`config.mk`:
```
export PLATFORM = sky130hd
export DESIGN_NAME = fault_status_manager
export DESIGN_NICKNAME = d
export VERILOG_FILES = /design/src/fault_status_pkg.sv /design/src/flash_gen.sv /design/src/fault_log_mem.sv /design/src/fault_status_manager.sv
export SDC_FILE = /design/constraint.sdc
export NUM_CORES = 1
export LEC_CHECK = 0
export ABC_AREA = 0
export BUFFER_PORTS_ARGS = -buffer_cell sky130_fd_sc_hd__buf_4
export CORE_MARGIN = 5
export CORE_UTILIZATION = 58
export CTS_CLUSTER_DIAMETER = 60
export DETAILED_ROUTE_END_ITERATION = 10
export HOLD_SLACK_MARGIN = 0.03
export PLACE_DENSITY = 0.76
export SLEW_MARGIN = 30
export SYNTH_ARGS = -nofsm -noshare
export SYNTH_HDL_FRONTEND = slang
export SYNTH_HIERARCHICAL = 1
export SYNTH_SLANG_ARGS = --single-unit
```
`constraint.sdc`:
```
create_clock -name CLK_I -period 11.2 [get_ports CLK_I]
set_input_delay 0.56 -clock CLK_I [delete_from_list [all_inputs] [get_ports CLK_I]]
set_output_delay 0.56 -clock CLK_I [all_outputs]
set_load 0.05 [all_outputs]
```
`src/fault_status_pkg.sv`:
```
// Constants, types and fault class table for the fault and status manager
package fault_status_pkg;

  localparam int CODE_W = 7;
  localparam int MEAS_W = 16;
  localparam int TIME_W = 32;
  localparam int AIN_W = 12;
  localparam int LOG_DEPTH = 10;
  localparam int PTR_W = 4;
  localparam int NUM_CODES = 100;
  localparam int ENTRY_W = TIME_W + CODE_W + MEAS_W;

  // Timing
  localparam int CLK_HZ = 50_000_000;
  localparam int TICK_MS = 1;
  localparam int SLOW_HALF_MS = 500;
  localparam int FAST_HALF_MS = 125;
  localparam int TICK_CYCLES_DEF = CLK_HZ / 1000 * TICK_MS;
  localparam int SLOW_HALF_CYCLES_DEF = CLK_HZ / 1000 * SLOW_HALF_MS;
  localparam int FAST_HALF_CYCLES_DEF = CLK_HZ / 1000 * FAST_HALF_MS;

  // Fault class bits: which severities a code may raise
  localparam int CLS_WARN = 0;
  localparam int CLS_ALARM = 1;
  localparam int CLS_LOCK = 2;
  localparam logic [2:0] CLS_NONE = 3'h0;
  localparam logic [2:0] CLS_W = 3'h1;
  localparam logic [2:0] CLS_A = 3'h2;
  localparam logic [2:0] CLS_WA = 3'h3;
  localparam logic [2:0] CLS_AL = 3'h6;
  localparam logic [2:0] CLS_WAL = 3'h7;

  // Codes handled specially
  localparam logic [CODE_W-1:0] FC_LIVE_ZERO = 7'h02;
  localparam logic [CODE_W-1:0] FC_MOTOR_OVL = 7'h0a;
  localparam logic [CODE_W-1:0] FC_THERMISTOR = 7'h0b;

  // Reset values
  localparam logic [TIME_W-1:0] TIME_RST = 32'h0000_0000;
  localparam logic [PTR_W-1:0] PTR_RST = 4'h0;
  localparam logic [MEAS_W-1:0] MEAS_RST = 16'h0000;

  typedef enum logic [1:0] {SEV_WARN, SEV_ALARM, SEV_LOCK} sev_e;
  typedef enum logic [1:0] {ST_OFF, ST_ON, ST_SLOW, ST_FAST} stat_mode_e;
  typedef enum logic [1:0] {TS_RUN, TS_TRIP, TS_LOCK} trip_state_e;

  function automatic logic [2:0] fault_class(input logic [CODE_W-1:0] c);
    logic [2:0] r;
    r = CLS_NONE;
    case (c)
      7'h02, 7'h04, 7'h07, 7'h08, 7'h0d: r = CLS_WAL;
      7'h09, 7'h0a, 7'h0b, 7'h0c, 7'h11, 7'h12, 7'h22, 7'h24: r = CLS_WA;
      7'h0e, 7'h0f, 7'h10, 7'h23: r = CLS_AL;
      7'h25, 7'h26, 7'h27, 7'h28, 7'h29, 7'h2a, 7'h2b, 7'h2c, 7'h2d:
        r = CLS_AL;
      7'h05, 7'h06, 7'h21, 7'h63: r = CLS_W;
      7'h32, 7'h33, 7'h36, 7'h37, 7'h38: r = CLS_A;
      default: r = CLS_NONE;
    endcase
    return r;
  endfunction

endpackage

```
`src/flash_gen.sv`:
```
// Square wave generator for LED flashing
`timescale 1ns/1ns
`default_nettype none
module flash_gen #(
  parameter int unsigned HALF_CYCLES = 25_000_000
) (
  input wire logic clk_i,
  input wire logic rst_i,
  output logic phase_o
);
  localparam int CW = $clog2(HALF_CYCLES + 1);
  logic [CW-1:0] cnt_r;

  always_ff @(posedge clk_i) begin
    if (rst_i) begin
      cnt_r <= '0;
    end else if (cnt_r == CW'(HALF_CYCLES - 1)) begin
      cnt_r <= '0;
    end else begin
      cnt_r <= cnt_r + CW'(1);
    end
  end

  // Starts lit so a fresh indication shows at once
  always_ff @(posedge clk_i) begin
    if (rst_i) begin
      phase_o <= 1'b1;
    end else if (cnt_r == CW'(HALF_CYCLES - 1)) begin
      phase_o <= ~phase_o;
    end
  end
endmodule
`default_nettype wire

```
`src/fault_log_mem.sv`:
```
// Fault log storage with registered read data
`timescale 1ns/1ns
`default_nettype none
module fault_log_mem
  import fault_status_pkg::*;
(
  input wire logic clk_i,
  input wire logic rst_i,
  input wire logic we_i,
  input wire logic [PTR_W-1:0] waddr_i,
  input wire logic [ENTRY_W-1:0] wdata_i,
  input wire logic [PTR_W-1:0] raddr_i,
  output logic [ENTRY_W-1:0] rdata_o
);
  logic [ENTRY_W-1:0] mem_r [LOG_DEPTH];

  always_ff @(posedge clk_i) begin
    if (we_i) begin
      mem_r[waddr_i] <= wdata_i;
    end
  end

  always_ff @(posedge clk_i) begin
    if (rst_i) begin
      rdata_o <= '0;
    end else begin
      rdata_o <= mem_r[raddr_i];
    end
  end
endmodule
`default_nettype wire

```
`src/fault_status_manager.sv`:
```
// Fault classification, trip handling, LED drive and fault log
//
// Summary of operation
// - Five LEDs show status, bus, alarm, warning and power-on.
// - Log keeps ten most recent alarms and trip locks, each readable by index.
// - Each entry holds the internal clock time of the fault.
// - Each entry holds the fault code.
// - Each entry holds a measurement taken just before the fault.
// - Status LED off while healthy, else follows its configured mode.
// - Bus LED on OK, slow local, fast no master, off not OK.
// - Alarm LED flashes while trip or trip lock exists.
// - Warning LED flashes while a warning exists.
// - Power LED lit when mains or auxiliary supply present.
// - Warnings clear themselves; alarms stay latched until reset.
// - Trip lock flashes both LEDs; clears only after mains cycle and reset.
// - Trip cleared by panel key, digital input or serial command.
// - Optional automatic trip reset when enabled.
// - Thermal protection setting chooses warning or alarm for its faults.
// - Trip coasts motor; cause gone leaves only alarm; reset readies.
// - Codes 2,4,7,8,13 may warn, alarm or trip-lock.
// - Codes 9-12,17,18,34,36 may warn or alarm, never lock.
// - Codes 14-16,35,37-45 always raise a locked alarm.
// - Codes 5,6,33,99 only warn.
// - Motor tuning codes 50,51,54-56 only alarm.
// - Live zero fault when analog input below half its minimum.
`timescale 1ns/1ns
`default_nettype none
module fault_status_manager
  import fault_status_pkg::*;
#(
  parameter int unsigned TICK_CYCLES = TICK_CYCLES_DEF,
  parameter int unsigned SLOW_HALF_CYCLES = SLOW_HALF_CYCLES_DEF,
  parameter int unsigned FAST_HALF_CYCLES = FAST_HALF_CYCLES_DEF
) (
  input wire logic CLK_I,
  input wire logic SYS_RST_I,
  // Fault event source
  input wire logic FAULT_VALID_I,
  input wire logic [CODE_W-1:0] FAULT_CODE_I,
  input wire logic FAULT_ACTIVE_I,
  input wire logic [1:0] FAULT_SEV_I,
  input wire logic [MEAS_W-1:0] MEAS_I,
  // Configuration
  input wire logic MOTOR_THERM_ALARM_I,
  input wire logic AUTO_RESET_EN_I,
  input wire logic [1:0] STATUS_LED_MODE_I,
  input wire logic LIVE_ZERO_EN_I,
  input wire logic [AIN_W-1:0] AIN_VALUE_I,
  input wire logic [AIN_W-1:0] AIN_MIN_I,
  // Reset sources
  input wire logic RESET_KEY_I,
  input wire logic RESET_DIN_I,
  input wire logic RESET_SERIAL_I,
  // Supply and fieldbus state
  input wire logic MAINS_OK_I,
  input wire logic AUX24_OK_I,
  input wire logic BUS_PRESENT_I,
  input wire logic BUS_OK_I,
  input wire logic BUS_LOCAL_I,
  input wire logic BUS_NO_MASTER_I,
  // Log read
  input wire logic [PTR_W-1:0] LOG_IDX_I,
  output logic LOG_VALID_O,
  output logic [TIME_W-1:0] LOG_TIME_O,
  output logic [CODE_W-1:0] LOG_CODE_O,
  output logic [MEAS_W-1:0] LOG_MEAS_O,
  output logic [PTR_W-1:0] LOG_COUNT_O,
  // LEDs
  output logic LED_STATUS_O,
  output logic LED_BUS_O,
  output logic LED_ALARM_O,
  output logic LED_WARNING_O,
  output logic LED_POWER_O,
  // Drive state
  output logic MOTOR_COAST_O,
  output logic READY_O,
  output logic TRIP_LOCKED_O,
  output logic LIVE_ZERO_O
);

  // Picks the allowed severity nearest to the request, never above it
  // unless the code allows no warning; such codes take their highest allowed.
  function automatic sev_e resolve(input sev_e req,
                                   input logic [2:0] cls);
    sev_e r;
    r = SEV_LOCK;
    if (cls[CLS_WARN]) begin
      r = SEV_WARN;
    end else if (cls[CLS_ALARM]) begin
      r = SEV_ALARM;
    end
    if (req != SEV_WARN && cls[CLS_ALARM]) begin
      r = SEV_ALARM;
    end
    if (cls[CLS_LOCK] && (req == SEV_LOCK || !cls[CLS_WARN])) begin
      r = SEV_LOCK;
    end
    return r;
  endfunction

  logic slow_ph;
  logic fast_ph;
  logic lz_now;
  logic lz_rep_r;
  logic lz_evt;
  logic ev_valid;
  logic [CODE_W-1:0] ev_code;
  logic ev_act;
  sev_e ev_sev;
  logic [2:0] ev_cls;
  sev_e eff_sev;
  logic trip_evt;
  logic reset_req;
  logic [NUM_CODES-1:0] cause_r;
  logic [NUM_CODES-1:0] warn_cap;
  logic warn_any;
  logic trip_cause;
  trip_state_e state_r;
  trip_state_e state_nxt;
  logic [CODE_W-1:0] trip_code_r;
  logic mains_cycled_r;
  logic [31:0] tick_r;
  logic [TIME_W-1:0] time_r;
  logic [MEAS_W-1:0] meas_prev_r;
  logic [PTR_W-1:0] wr_ptr_r;
  logic [PTR_W-1:0] count_r;
  logic [PTR_W:0] rsum;
  logic [PTR_W-1:0] raddr;
  logic [ENTRY_W-1:0] rdata;
  logic healthy;

  flash_gen #(
    .HALF_CYCLES(SLOW_HALF_CYCLES)
  ) u_slow (
    .clk_i(CLK_I),
    .rst_i(SYS_RST_I),
    .phase_o(slow_ph)
  );

  flash_gen #(
    .HALF_CYCLES(FAST_HALF_CYCLES)
  ) u_fast (
    .clk_i(CLK_I),
    .rst_i(SYS_RST_I),
    .phase_o(fast_ph)
  );

  // Live zero: value*2 below minimum means under half of it
  assign lz_now = LIVE_ZERO_EN_I &&
                  ({AIN_VALUE_I, 1'b0} < {1'b0, AIN_MIN_I});

  // An external event has the slot; a live zero change retries next cycle
  assign lz_evt = (lz_now != lz_rep_r) && !FAULT_VALID_I;

  always_ff @(posedge CLK_I) begin
    if (SYS_RST_I) begin
      lz_rep_r <= 1'b0;
    end else if (lz_evt) begin
      lz_rep_r <= lz_now;
    end
  end

  assign ev_valid = FAULT_VALID_I | lz_evt;
  assign ev_code = FAULT_VALID_I ? FAULT_CODE_I : FC_LIVE_ZERO;
  assign ev_act = FAULT_VALID_I ? FAULT_ACTIVE_I : lz_now;
  assign ev_sev = FAULT_VALID_I ? sev_e'(FAULT_SEV_I) : SEV_WARN;

  always_comb begin
    ev_cls = fault_class(ev_code);
    if (ev_code == FC_MOTOR_OVL || ev_code == FC_THERMISTOR) begin
      ev_cls = MOTOR_THERM_ALARM_I ? CLS_A : CLS_W;
    end
  end

  assign eff_sev = resolve(ev_sev, ev_cls);
  assign trip_evt = ev_valid && ev_act && ev_cls != CLS_NONE &&
                    eff_sev != SEV_WARN;
  assign reset_req = RESET_KEY_I | RESET_DIN_I | RESET_SERIAL_I;

  // Per code: cause present, and whether that code may show a warning
  for (genvar i = 0; i < NUM_CODES; i++) begin : g_cause
    assign warn_cap[i] = |(fault_class(CODE_W'(i)) & CLS_W);
    always_ff @(posedge CLK_I) begin
      if (SYS_RST_I) begin
        cause_r[i] <= 1'b0;
      end else if (ev_valid && ev_code == CODE_W'(i)) begin
        cause_r[i] <= ev_act && ev_cls != CLS_NONE;
      end
    end
  end

  assign warn_any = |(cause_r & warn_cap);
  assign trip_cause = cause_r[trip_code_r];

  // Trip state: a new trip in the same cycle as a reset wins
  always_comb begin
    state_nxt = state_r;
    case (state_r)
      TS_RUN: begin
        if (trip_evt) begin
          state_nxt = (eff_sev == SEV_LOCK) ? TS_LOCK : TS_TRIP;
        end
      end
      TS_TRIP: begin
        if (trip_evt && eff_sev == SEV_LOCK) begin
          state_nxt = TS_LOCK;
        end else if (trip_evt) begin
          state_nxt = TS_TRIP;
        end else if (reset_req) begin
          state_nxt = TS_RUN;
        end else if (AUTO_RESET_EN_I && !trip_cause) begin
          state_nxt = TS_RUN;
        end
      end
      TS_LOCK: begin
        if (!trip_evt && reset_req && mains_cycled_r && MAINS_OK_I) begin
          state_nxt = TS_RUN;
        end
      end
      default: state_nxt = TS_RUN;
    endcase
  end

  always_ff @(posedge CLK_I) begin
    if (SYS_RST_I) begin
      state_r <= TS_RUN;
    end else begin
      state_r <= state_nxt;
    end
  end

  always_ff @(posedge CLK_I) begin
    if (SYS_RST_I) begin
      trip_code_r <= '0;
    end else if (trip_evt) begin
      trip_code_r <= ev_code;
    end
  end

  // Mains loss is remembered only while locked
  always_ff @(posedge CLK_I) begin
    if (SYS_RST_I) begin
      mains_cycled_r <= 1'b0;
    end else if (state_r != TS_LOCK) begin
      mains_cycled_r <= 1'b0;
    end else if (!MAINS_OK_I) begin
      mains_cycled_r <= 1'b1;
    end
  end

  // Internal clock for time stamps, one count per tick period
  always_ff @(posedge CLK_I) begin
    if (SYS_RST_I) begin
      tick_r <= '0;
      time_r <= TIME_RST;
    end else if (tick_r == 32'(TICK_CYCLES - 1)) begin
      tick_r <= '0;
      time_r <= time_r + TIME_W'(1);
    end else begin
      tick_r <= tick_r + 32'h0000_0001;
    end
  end

  // One cycle old sample so the log shows the value before the failure
  always_ff @(posedge CLK_I) begin
    if (SYS_RST_I) begin
      meas_prev_r <= MEAS_RST;
    end else begin
      meas_prev_r <= MEAS_I;
    end
  end

  // Ring buffer: the pointer wraps and overwrites the oldest entry
  always_ff @(posedge CLK_I) begin
    if (SYS_RST_I) begin
      wr_ptr_r <= PTR_RST;
    end else if (trip_evt) begin
      if (wr_ptr_r == PTR_W'(LOG_DEPTH - 1)) begin
        wr_ptr_r <= PTR_RST;
      end else begin
        wr_ptr_r <= wr_ptr_r + PTR_W'(1);
      end
    end
  end

  always_ff @(posedge CLK_I) begin
    if (SYS_RST_I) begin
      count_r <= PTR_RST;
    end else if (trip_evt && count_r != PTR_W'(LOG_DEPTH)) begin
      count_r <= count_r + PTR_W'(1);
    end
  end

  // Index 0 is the newest entry
  always_comb begin
    rsum = {1'b0, wr_ptr_r} + (PTR_W + 1)'(LOG_DEPTH - 1) -
           {1'b0, LOG_IDX_I};
    if (LOG_IDX_I >= count_r) begin
      raddr = PTR_RST;
    end else if (rsum >= (PTR_W + 1)'(LOG_DEPTH)) begin
      raddr = PTR_W'(rsum - (PTR_W + 1)'(LOG_DEPTH));
    end else begin
      raddr = PTR_W'(rsum);
    end
  end

  fault_log_mem u_log (
    .clk_i(CLK_I),
    .rst_i(SYS_RST_I),
    .we_i(trip_evt),
    .waddr_i(wr_ptr_r),
    .wdata_i({time_r, ev_code, meas_prev_r}),
    .raddr_i(raddr),
    .rdata_o(rdata)
  );

  assign LOG_TIME_O = rdata[ENTRY_W-1 -: TIME_W];
  assign LOG_CODE_O = rdata[MEAS_W +: CODE_W];
  assign LOG_MEAS_O = rdata[MEAS_W-1:0];

  always_ff @(posedge CLK_I) begin
    if (SYS_RST_I) begin
      LOG_VALID_O <= 1'b0;
      LOG_COUNT_O <= PTR_RST;
    end else begin
      LOG_VALID_O <= LOG_IDX_I < count_r;
      LOG_COUNT_O <= count_r;
    end
  end

  assign healthy = state_r == TS_RUN && !warn_any;

  // LEDs, all from flip-flops
  always_ff @(posedge CLK_I) begin
    if (SYS_RST_I) begin
      LED_STATUS_O <= 1'b0;
    end else if (healthy) begin
      LED_STATUS_O <= 1'b0;
    end else begin
      case (stat_mode_e'(STATUS_LED_MODE_I))
        ST_OFF: LED_STATUS_O <= 1'b0;
        ST_ON: LED_STATUS_O <= 1'b1;
        ST_SLOW: LED_STATUS_O <= slow_ph;
        ST_FAST: LED_STATUS_O <= fast_ph;
        default: LED_STATUS_O <= 1'b0;
      endcase
    end
  end

  always_ff @(posedge CLK_I) begin
    if (SYS_RST_I) begin
      LED_BUS_O <= 1'b0;
    end else if (!BUS_PRESENT_I || !BUS_OK_I) begin
      LED_BUS_O <= 1'b0;
    end else if (BUS_LOCAL_I) begin
      LED_BUS_O <= slow_ph;
    end else if (BUS_NO_MASTER_I) begin
      LED_BUS_O <= fast_ph;
    end else begin
      LED_BUS_O <= 1'b1;
    end
  end

  // Trip lock shares one phase so both LEDs flash together
  always_ff @(posedge CLK_I) begin
    if (SYS_RST_I) begin
      LED_ALARM_O <= 1'b0;
      LED_WARNING_O <= 1'b0;
    end else begin
      LED_ALARM_O <= (state_r != TS_RUN) & slow_ph;
      LED_WARNING_O <= (warn_any | state_r == TS_LOCK) &
                       slow_ph;
    end
  end

  always_ff @(posedge CLK_I) begin
    if (SYS_RST_I) begin
      LED_POWER_O <= 1'b0;
    end else begin
      LED_POWER_O <= MAINS_OK_I | AUX24_OK_I;
    end
  end

  always_ff @(posedge CLK_I) begin
    if (SYS_RST_I) begin
      MOTOR_COAST_O <= 1'b0;
      READY_O <= 1'b0;
      TRIP_LOCKED_O <= 1'b0;
      LIVE_ZERO_O <= 1'b0;
    end else begin
      MOTOR_COAST_O <= state_nxt != TS_RUN;
      READY_O <= state_nxt == TS_RUN;
      TRIP_LOCKED_O <= state_nxt == TS_LOCK;
      LIVE_ZERO_O <= lz_now;
    end
  end

endmodule
`default_nettype wire

```
==> results by stage <==
Clocking:
- The cts-stage hold buffer count is 0.
- Clock-pin slew was measured on the worst setup and hold paths at 60 ps.
- The clock latency on the worst-skew pair is 620 ps.
- The number of buffers inserted during clock tree synthesis is 86.
- The depth of the CTS H-tree is 3.
- The number of sinks handled by clock tree synthesis is 868.
- After clock tree synthesis, the setup repair step added 0 buffers.
- The post-CTS resize count is 0.
- In this run the deepest clock path goes through 3 buffers.
- The cell sitting at the root of the clock tree is a sky130_fd_sc_hd__clkbuf_16.
- TritonCTS built the clock tree.

Setup path:
- The start-to-end type of the worst setup path is primary input to flop.
- The maximum fanout count along the critical path is 41.
- The nature of the critical path endpoint is a flop.
- The data arrival time at the worst-slack endpoint is 5190 ps.
- The startpoint class of the critical path is a primary input.
- For the worst setup path, the data required time is 11440 ps.

Synth:
- The proportion of register bits with asynchronous set or reset after synthesis is 0%.
- The post-synth design cell area is 0.0349 mm².
- The post-synthesis register bit count is 868.
- The fraction of the yosys area taken by sequential cells is 65.5%.
- The cell count after synthesis came out at 2628.
- The average instance in the mapped netlist occupies 13.3 µm².
- The number of nets handed over by synthesis was 2735.
- Among all flip-flop cells after synthesis, the most frequent one is sky130_fd_sc_hd__edfxtp_1.
- For this run, the number of Yosys warnings is 6.
- In this run, synthesis inferred 550 flip-flops with an integrated enable.
- The number of distinct library cells after synthesis is 82.

Global route:
- Entering global routing, the biggest net connects 145 pins.
- The global route total overflow is 0.
- The number of antenna violations at the first check in global routing was 1.
- The via count of the first global-routing pass was 21695.
- Global routing used 21.6% of the available tracks across all layers.
- The first global-routing pass estimated 115 mm of wire.

Floorplan:
- The number of cell rows is 90.
- The core region is 0.0600 mm².
- The floorplan step set the die height to 255 µm.
- The initial utilization of the core area, before any placement, comes to 58.2%.
- The area of the die is 0.0652 mm².
- From left edge to right edge, the die measures 255 µm.
- The number of top-level pins is 140.

Timing:
- The number of setup violations in the final report is 0.
- The shortest clock period the worst path allows after layout is 4950 ps.
- Setup repair after global routing left no endpoint under its margin.
- The clock tree skew after final layout is 19.9 ps.
- The actual transition at the worst max-transition pin is 990 ps.
- In the finished design, the share of the clock period the worst path needs comes to 44.2%.
- The number of max-slew violations in the final report is 0.
- Headroom to the max-slew limit came out at 34.0%.
- The maximum achievable frequency is 202 MHz.
- The summed negative setup slack over all endpoints is 0 ps.
- The number of hold violations in the final report came to 0.

Power:
- The overall power of the completed layout is 7.05 mW.
- In this run the static leakage power is 13.3 nW.
- The largest vdd supply drop is 129 µV.
- In this run the power density over the cells is 179 mW/mm².

Finish:
- The total number of nets in the final design is 2847.
- Leaving out fill and tap cells, the most frequent cell in the layout is sky130_fd_sc_hd__edfxtp_1.
- In the layout the commonest cells are sky130_fd_sc_hd__edfxtp_1, sky130_fd_sc_hd__dfxtp_1, sky130_fd_sc_hd__mux2i_1, sky130_fd_sc_hd__nor2_1, sky130_fd_sc_hd__buf_4.
- The fraction of layout instances using a drive strength above 1 is 13.4%.
- The area growth from synthesis to layout is 12.8%.
- The count of placed standard cells in the final layout, fillers left out is 3596.
- The fill cell instance count of the final layout is 4273.

Placement:
- The count of port buffers added during placement is 139.
- The last weighted congestion value of the routability-driven placer is 0.890.
- The half-perimeter wire length after placement is 41.6 mm.
- The cell count after placement is 3431.

Routing:
- The overall via count from detail_route is 21398.
- Dividing the detail-routed via count by the number of cells gives 5.95.
- The count of routing violations after the opening detailed-route iteration is 1637.
- Summed over all layers, the routed wires come to 72.5 mm.
- The number of nets with antenna violations after detailed routing is 0.
- After detailed routing, the number of remaining DRC violations is 0.
- The count of TritonRoute iterations in the first routing pass is 6.
- Dividing the detail-routed wire length by the instance count gives 20.2 µm.

Outcome:
- The flow ran to the end, and the final reports show no timing, DRC or antenna violations.

Min path:
- In this run the worst hold path is classified as primary input to flop.

Flow run:
- The number of max-capacitance violations reported is 0.
-- routing by layer --
layer | vias up | share of wire [%] | track usage, %
met4 | 0 | 2.5 | 7.12
met2 | 603 | 51 | 38.3
li1 | 10035 | - | -
met5 | - | 0 | 0
met1 | 10624 | 41 | 27.4
met3 | 136 | 5.4 | 3.48
-- worst max-delay path: stages --
cell	delay, ps
sky130_fd_sc_hd__buf_4	220
sky130_fd_sc_hd__nor2b_1	360
sky130_fd_sc_hd__inv_1	270
sky130_fd_sc_hd__ha_1	480
sky130_fd_sc_hd__or2_1	330
sky130_fd_sc_hd__a22oi_1	190
sky130_fd_sc_hd__o32ai_1	130
sky130_fd_sc_hd__a211oi_2	350
sky130_fd_sc_hd__o311ai_2	240
sky130_fd_sc_hd__a21oi_2	180
sky130_fd_sc_hd__buf_4	250
sky130_fd_sc_hd__nand3b_1	310
sky130_fd_sc_hd__nor2_4	570
sky130_fd_sc_hd__buf_4	680
-- registers in the layout, summed over array words and instances (netlist names), 2 cells and up --
signal / flops
state_r: 2
u_log/rdata_o: 55
time_r: 32
tick_r: 32
wr_ptr_r: 4
u_fast/cnt_r: 23
u_slow/cnt_r: 25
LOG_COUNT_O: 4
count_r: 4
cause_r: 100
trip_code_r: 7
meas_prev_r: 16
u_log/mem_r: 550
-- final timing paths --
check / startpoint / end / slack [ps] / depth (start not counted)
worst min register to register: tick_r[0] / tick_r[0] / 440 / 1
worst max-delay path: FAULT_VALID_I / u_log/mem_r[5][26] / 6250 / 14
worst min-delay path: BUS_LOCAL_I / LED_BUS_O / 130 / 2
worst max register to register: wr_ptr_r[1] / u_log/rdata_o[36] / 6390 / 16
-- kinds of logic after synthesis --
family	Yosys count	synth area share, %
flip-flops	868	65.5
AND/OR/NAND/NOR	676	9.79
AO/OA/AOI/OAI	444	8.15
multiplexers	326	10.1
buffers and inverters	194	2.97
XOR/XNOR	84	2.11
adder cells (fa/ha/maj)	36	1.31
-- cell usage after synthesis, types with 9 or more instances --
library cell               count  area [µm²]
sky130_fd_sc_hd__mux2i_1     291        2910
sky130_fd_sc_hd__nand4_1      27         169
sky130_fd_sc_hd__inv_1        49         184
sky130_fd_sc_hd__ha_1         35         438
sky130_fd_sc_hd__buf_12        9         180
sky130_fd_sc_hd__or3_1        25         156
sky130_fd_sc_hd__a21oi_1     143         716
sky130_fd_sc_hd__and3_1       21         131
sky130_fd_sc_hd__dfxtp_1     318        6370
sky130_fd_sc_hd__nand2_1     134         503
sky130_fd_sc_hd__and4_1        9        78.8
sky130_fd_sc_hd__nor2_1      242         908
sky130_fd_sc_hd__nand3_1      40         200
sky130_fd_sc_hd__edfxtp_1    550       16500
sky130_fd_sc_hd__clkbuf_1     81         304
sky130_fd_sc_hd__nor3_1       20         100
sky130_fd_sc_hd__and2_1       11        68.8
sky130_fd_sc_hd__nor2b_1      28         175
sky130_fd_sc_hd__buf_2        25         125
sky130_fd_sc_hd__nor4_1       13        81.3
sky130_fd_sc_hd__o21ai_0      69         345
sky130_fd_sc_hd__mux2_2       10         113
sky130_fd_sc_hd__xnor2_1      43         377
sky130_fd_sc_hd__a22oi_1     114         856
sky130_fd_sc_hd__nand2b_1     16         100
sky130_fd_sc_hd__nor3b_1      44         330
sky130_fd_sc_hd__mux4_2       21         473
sky130_fd_sc_hd__xor2_1       41         359
sky130_fd_sc_hd__a211oi_1     60         450
-- power breakdown --
part           internal, mW  switching [mW]  leakage [nW]
sequential             3.45          0.0378          7.66
combinational         0.234           0.450          4.24
clock                  1.71            1.17          1.40
-- cell type report --
type                    instances  area [µm²]  area share, %
flip-flops and latches        868       22900           58.1
multi-input cells            1566       11100           28.3
clock buffers                 114        2350           5.96
repair buffers                169        1360           3.44
well taps                     782         978           2.48
clock inverters                46         517           1.31
inverters                      49         184          0.467
diodes                          2        5.00         0.0127
-- per-stage QoR --
stage          area (µm²)  setup WS (ps)  util, %  hold WS (ps)
4_1_cts             39300           6300     65.5           101
3_3_place_gp        36400           5860     60.7           430
3_5_place_dp        36400           5660     60.7           437
6_report            39400           6250     65.6           135
5_1_grt             39400           5890     65.6           130
2_1_floorplan       34900           3010        -           418
No activity file was read; power rests on OpenSTA's default activity.
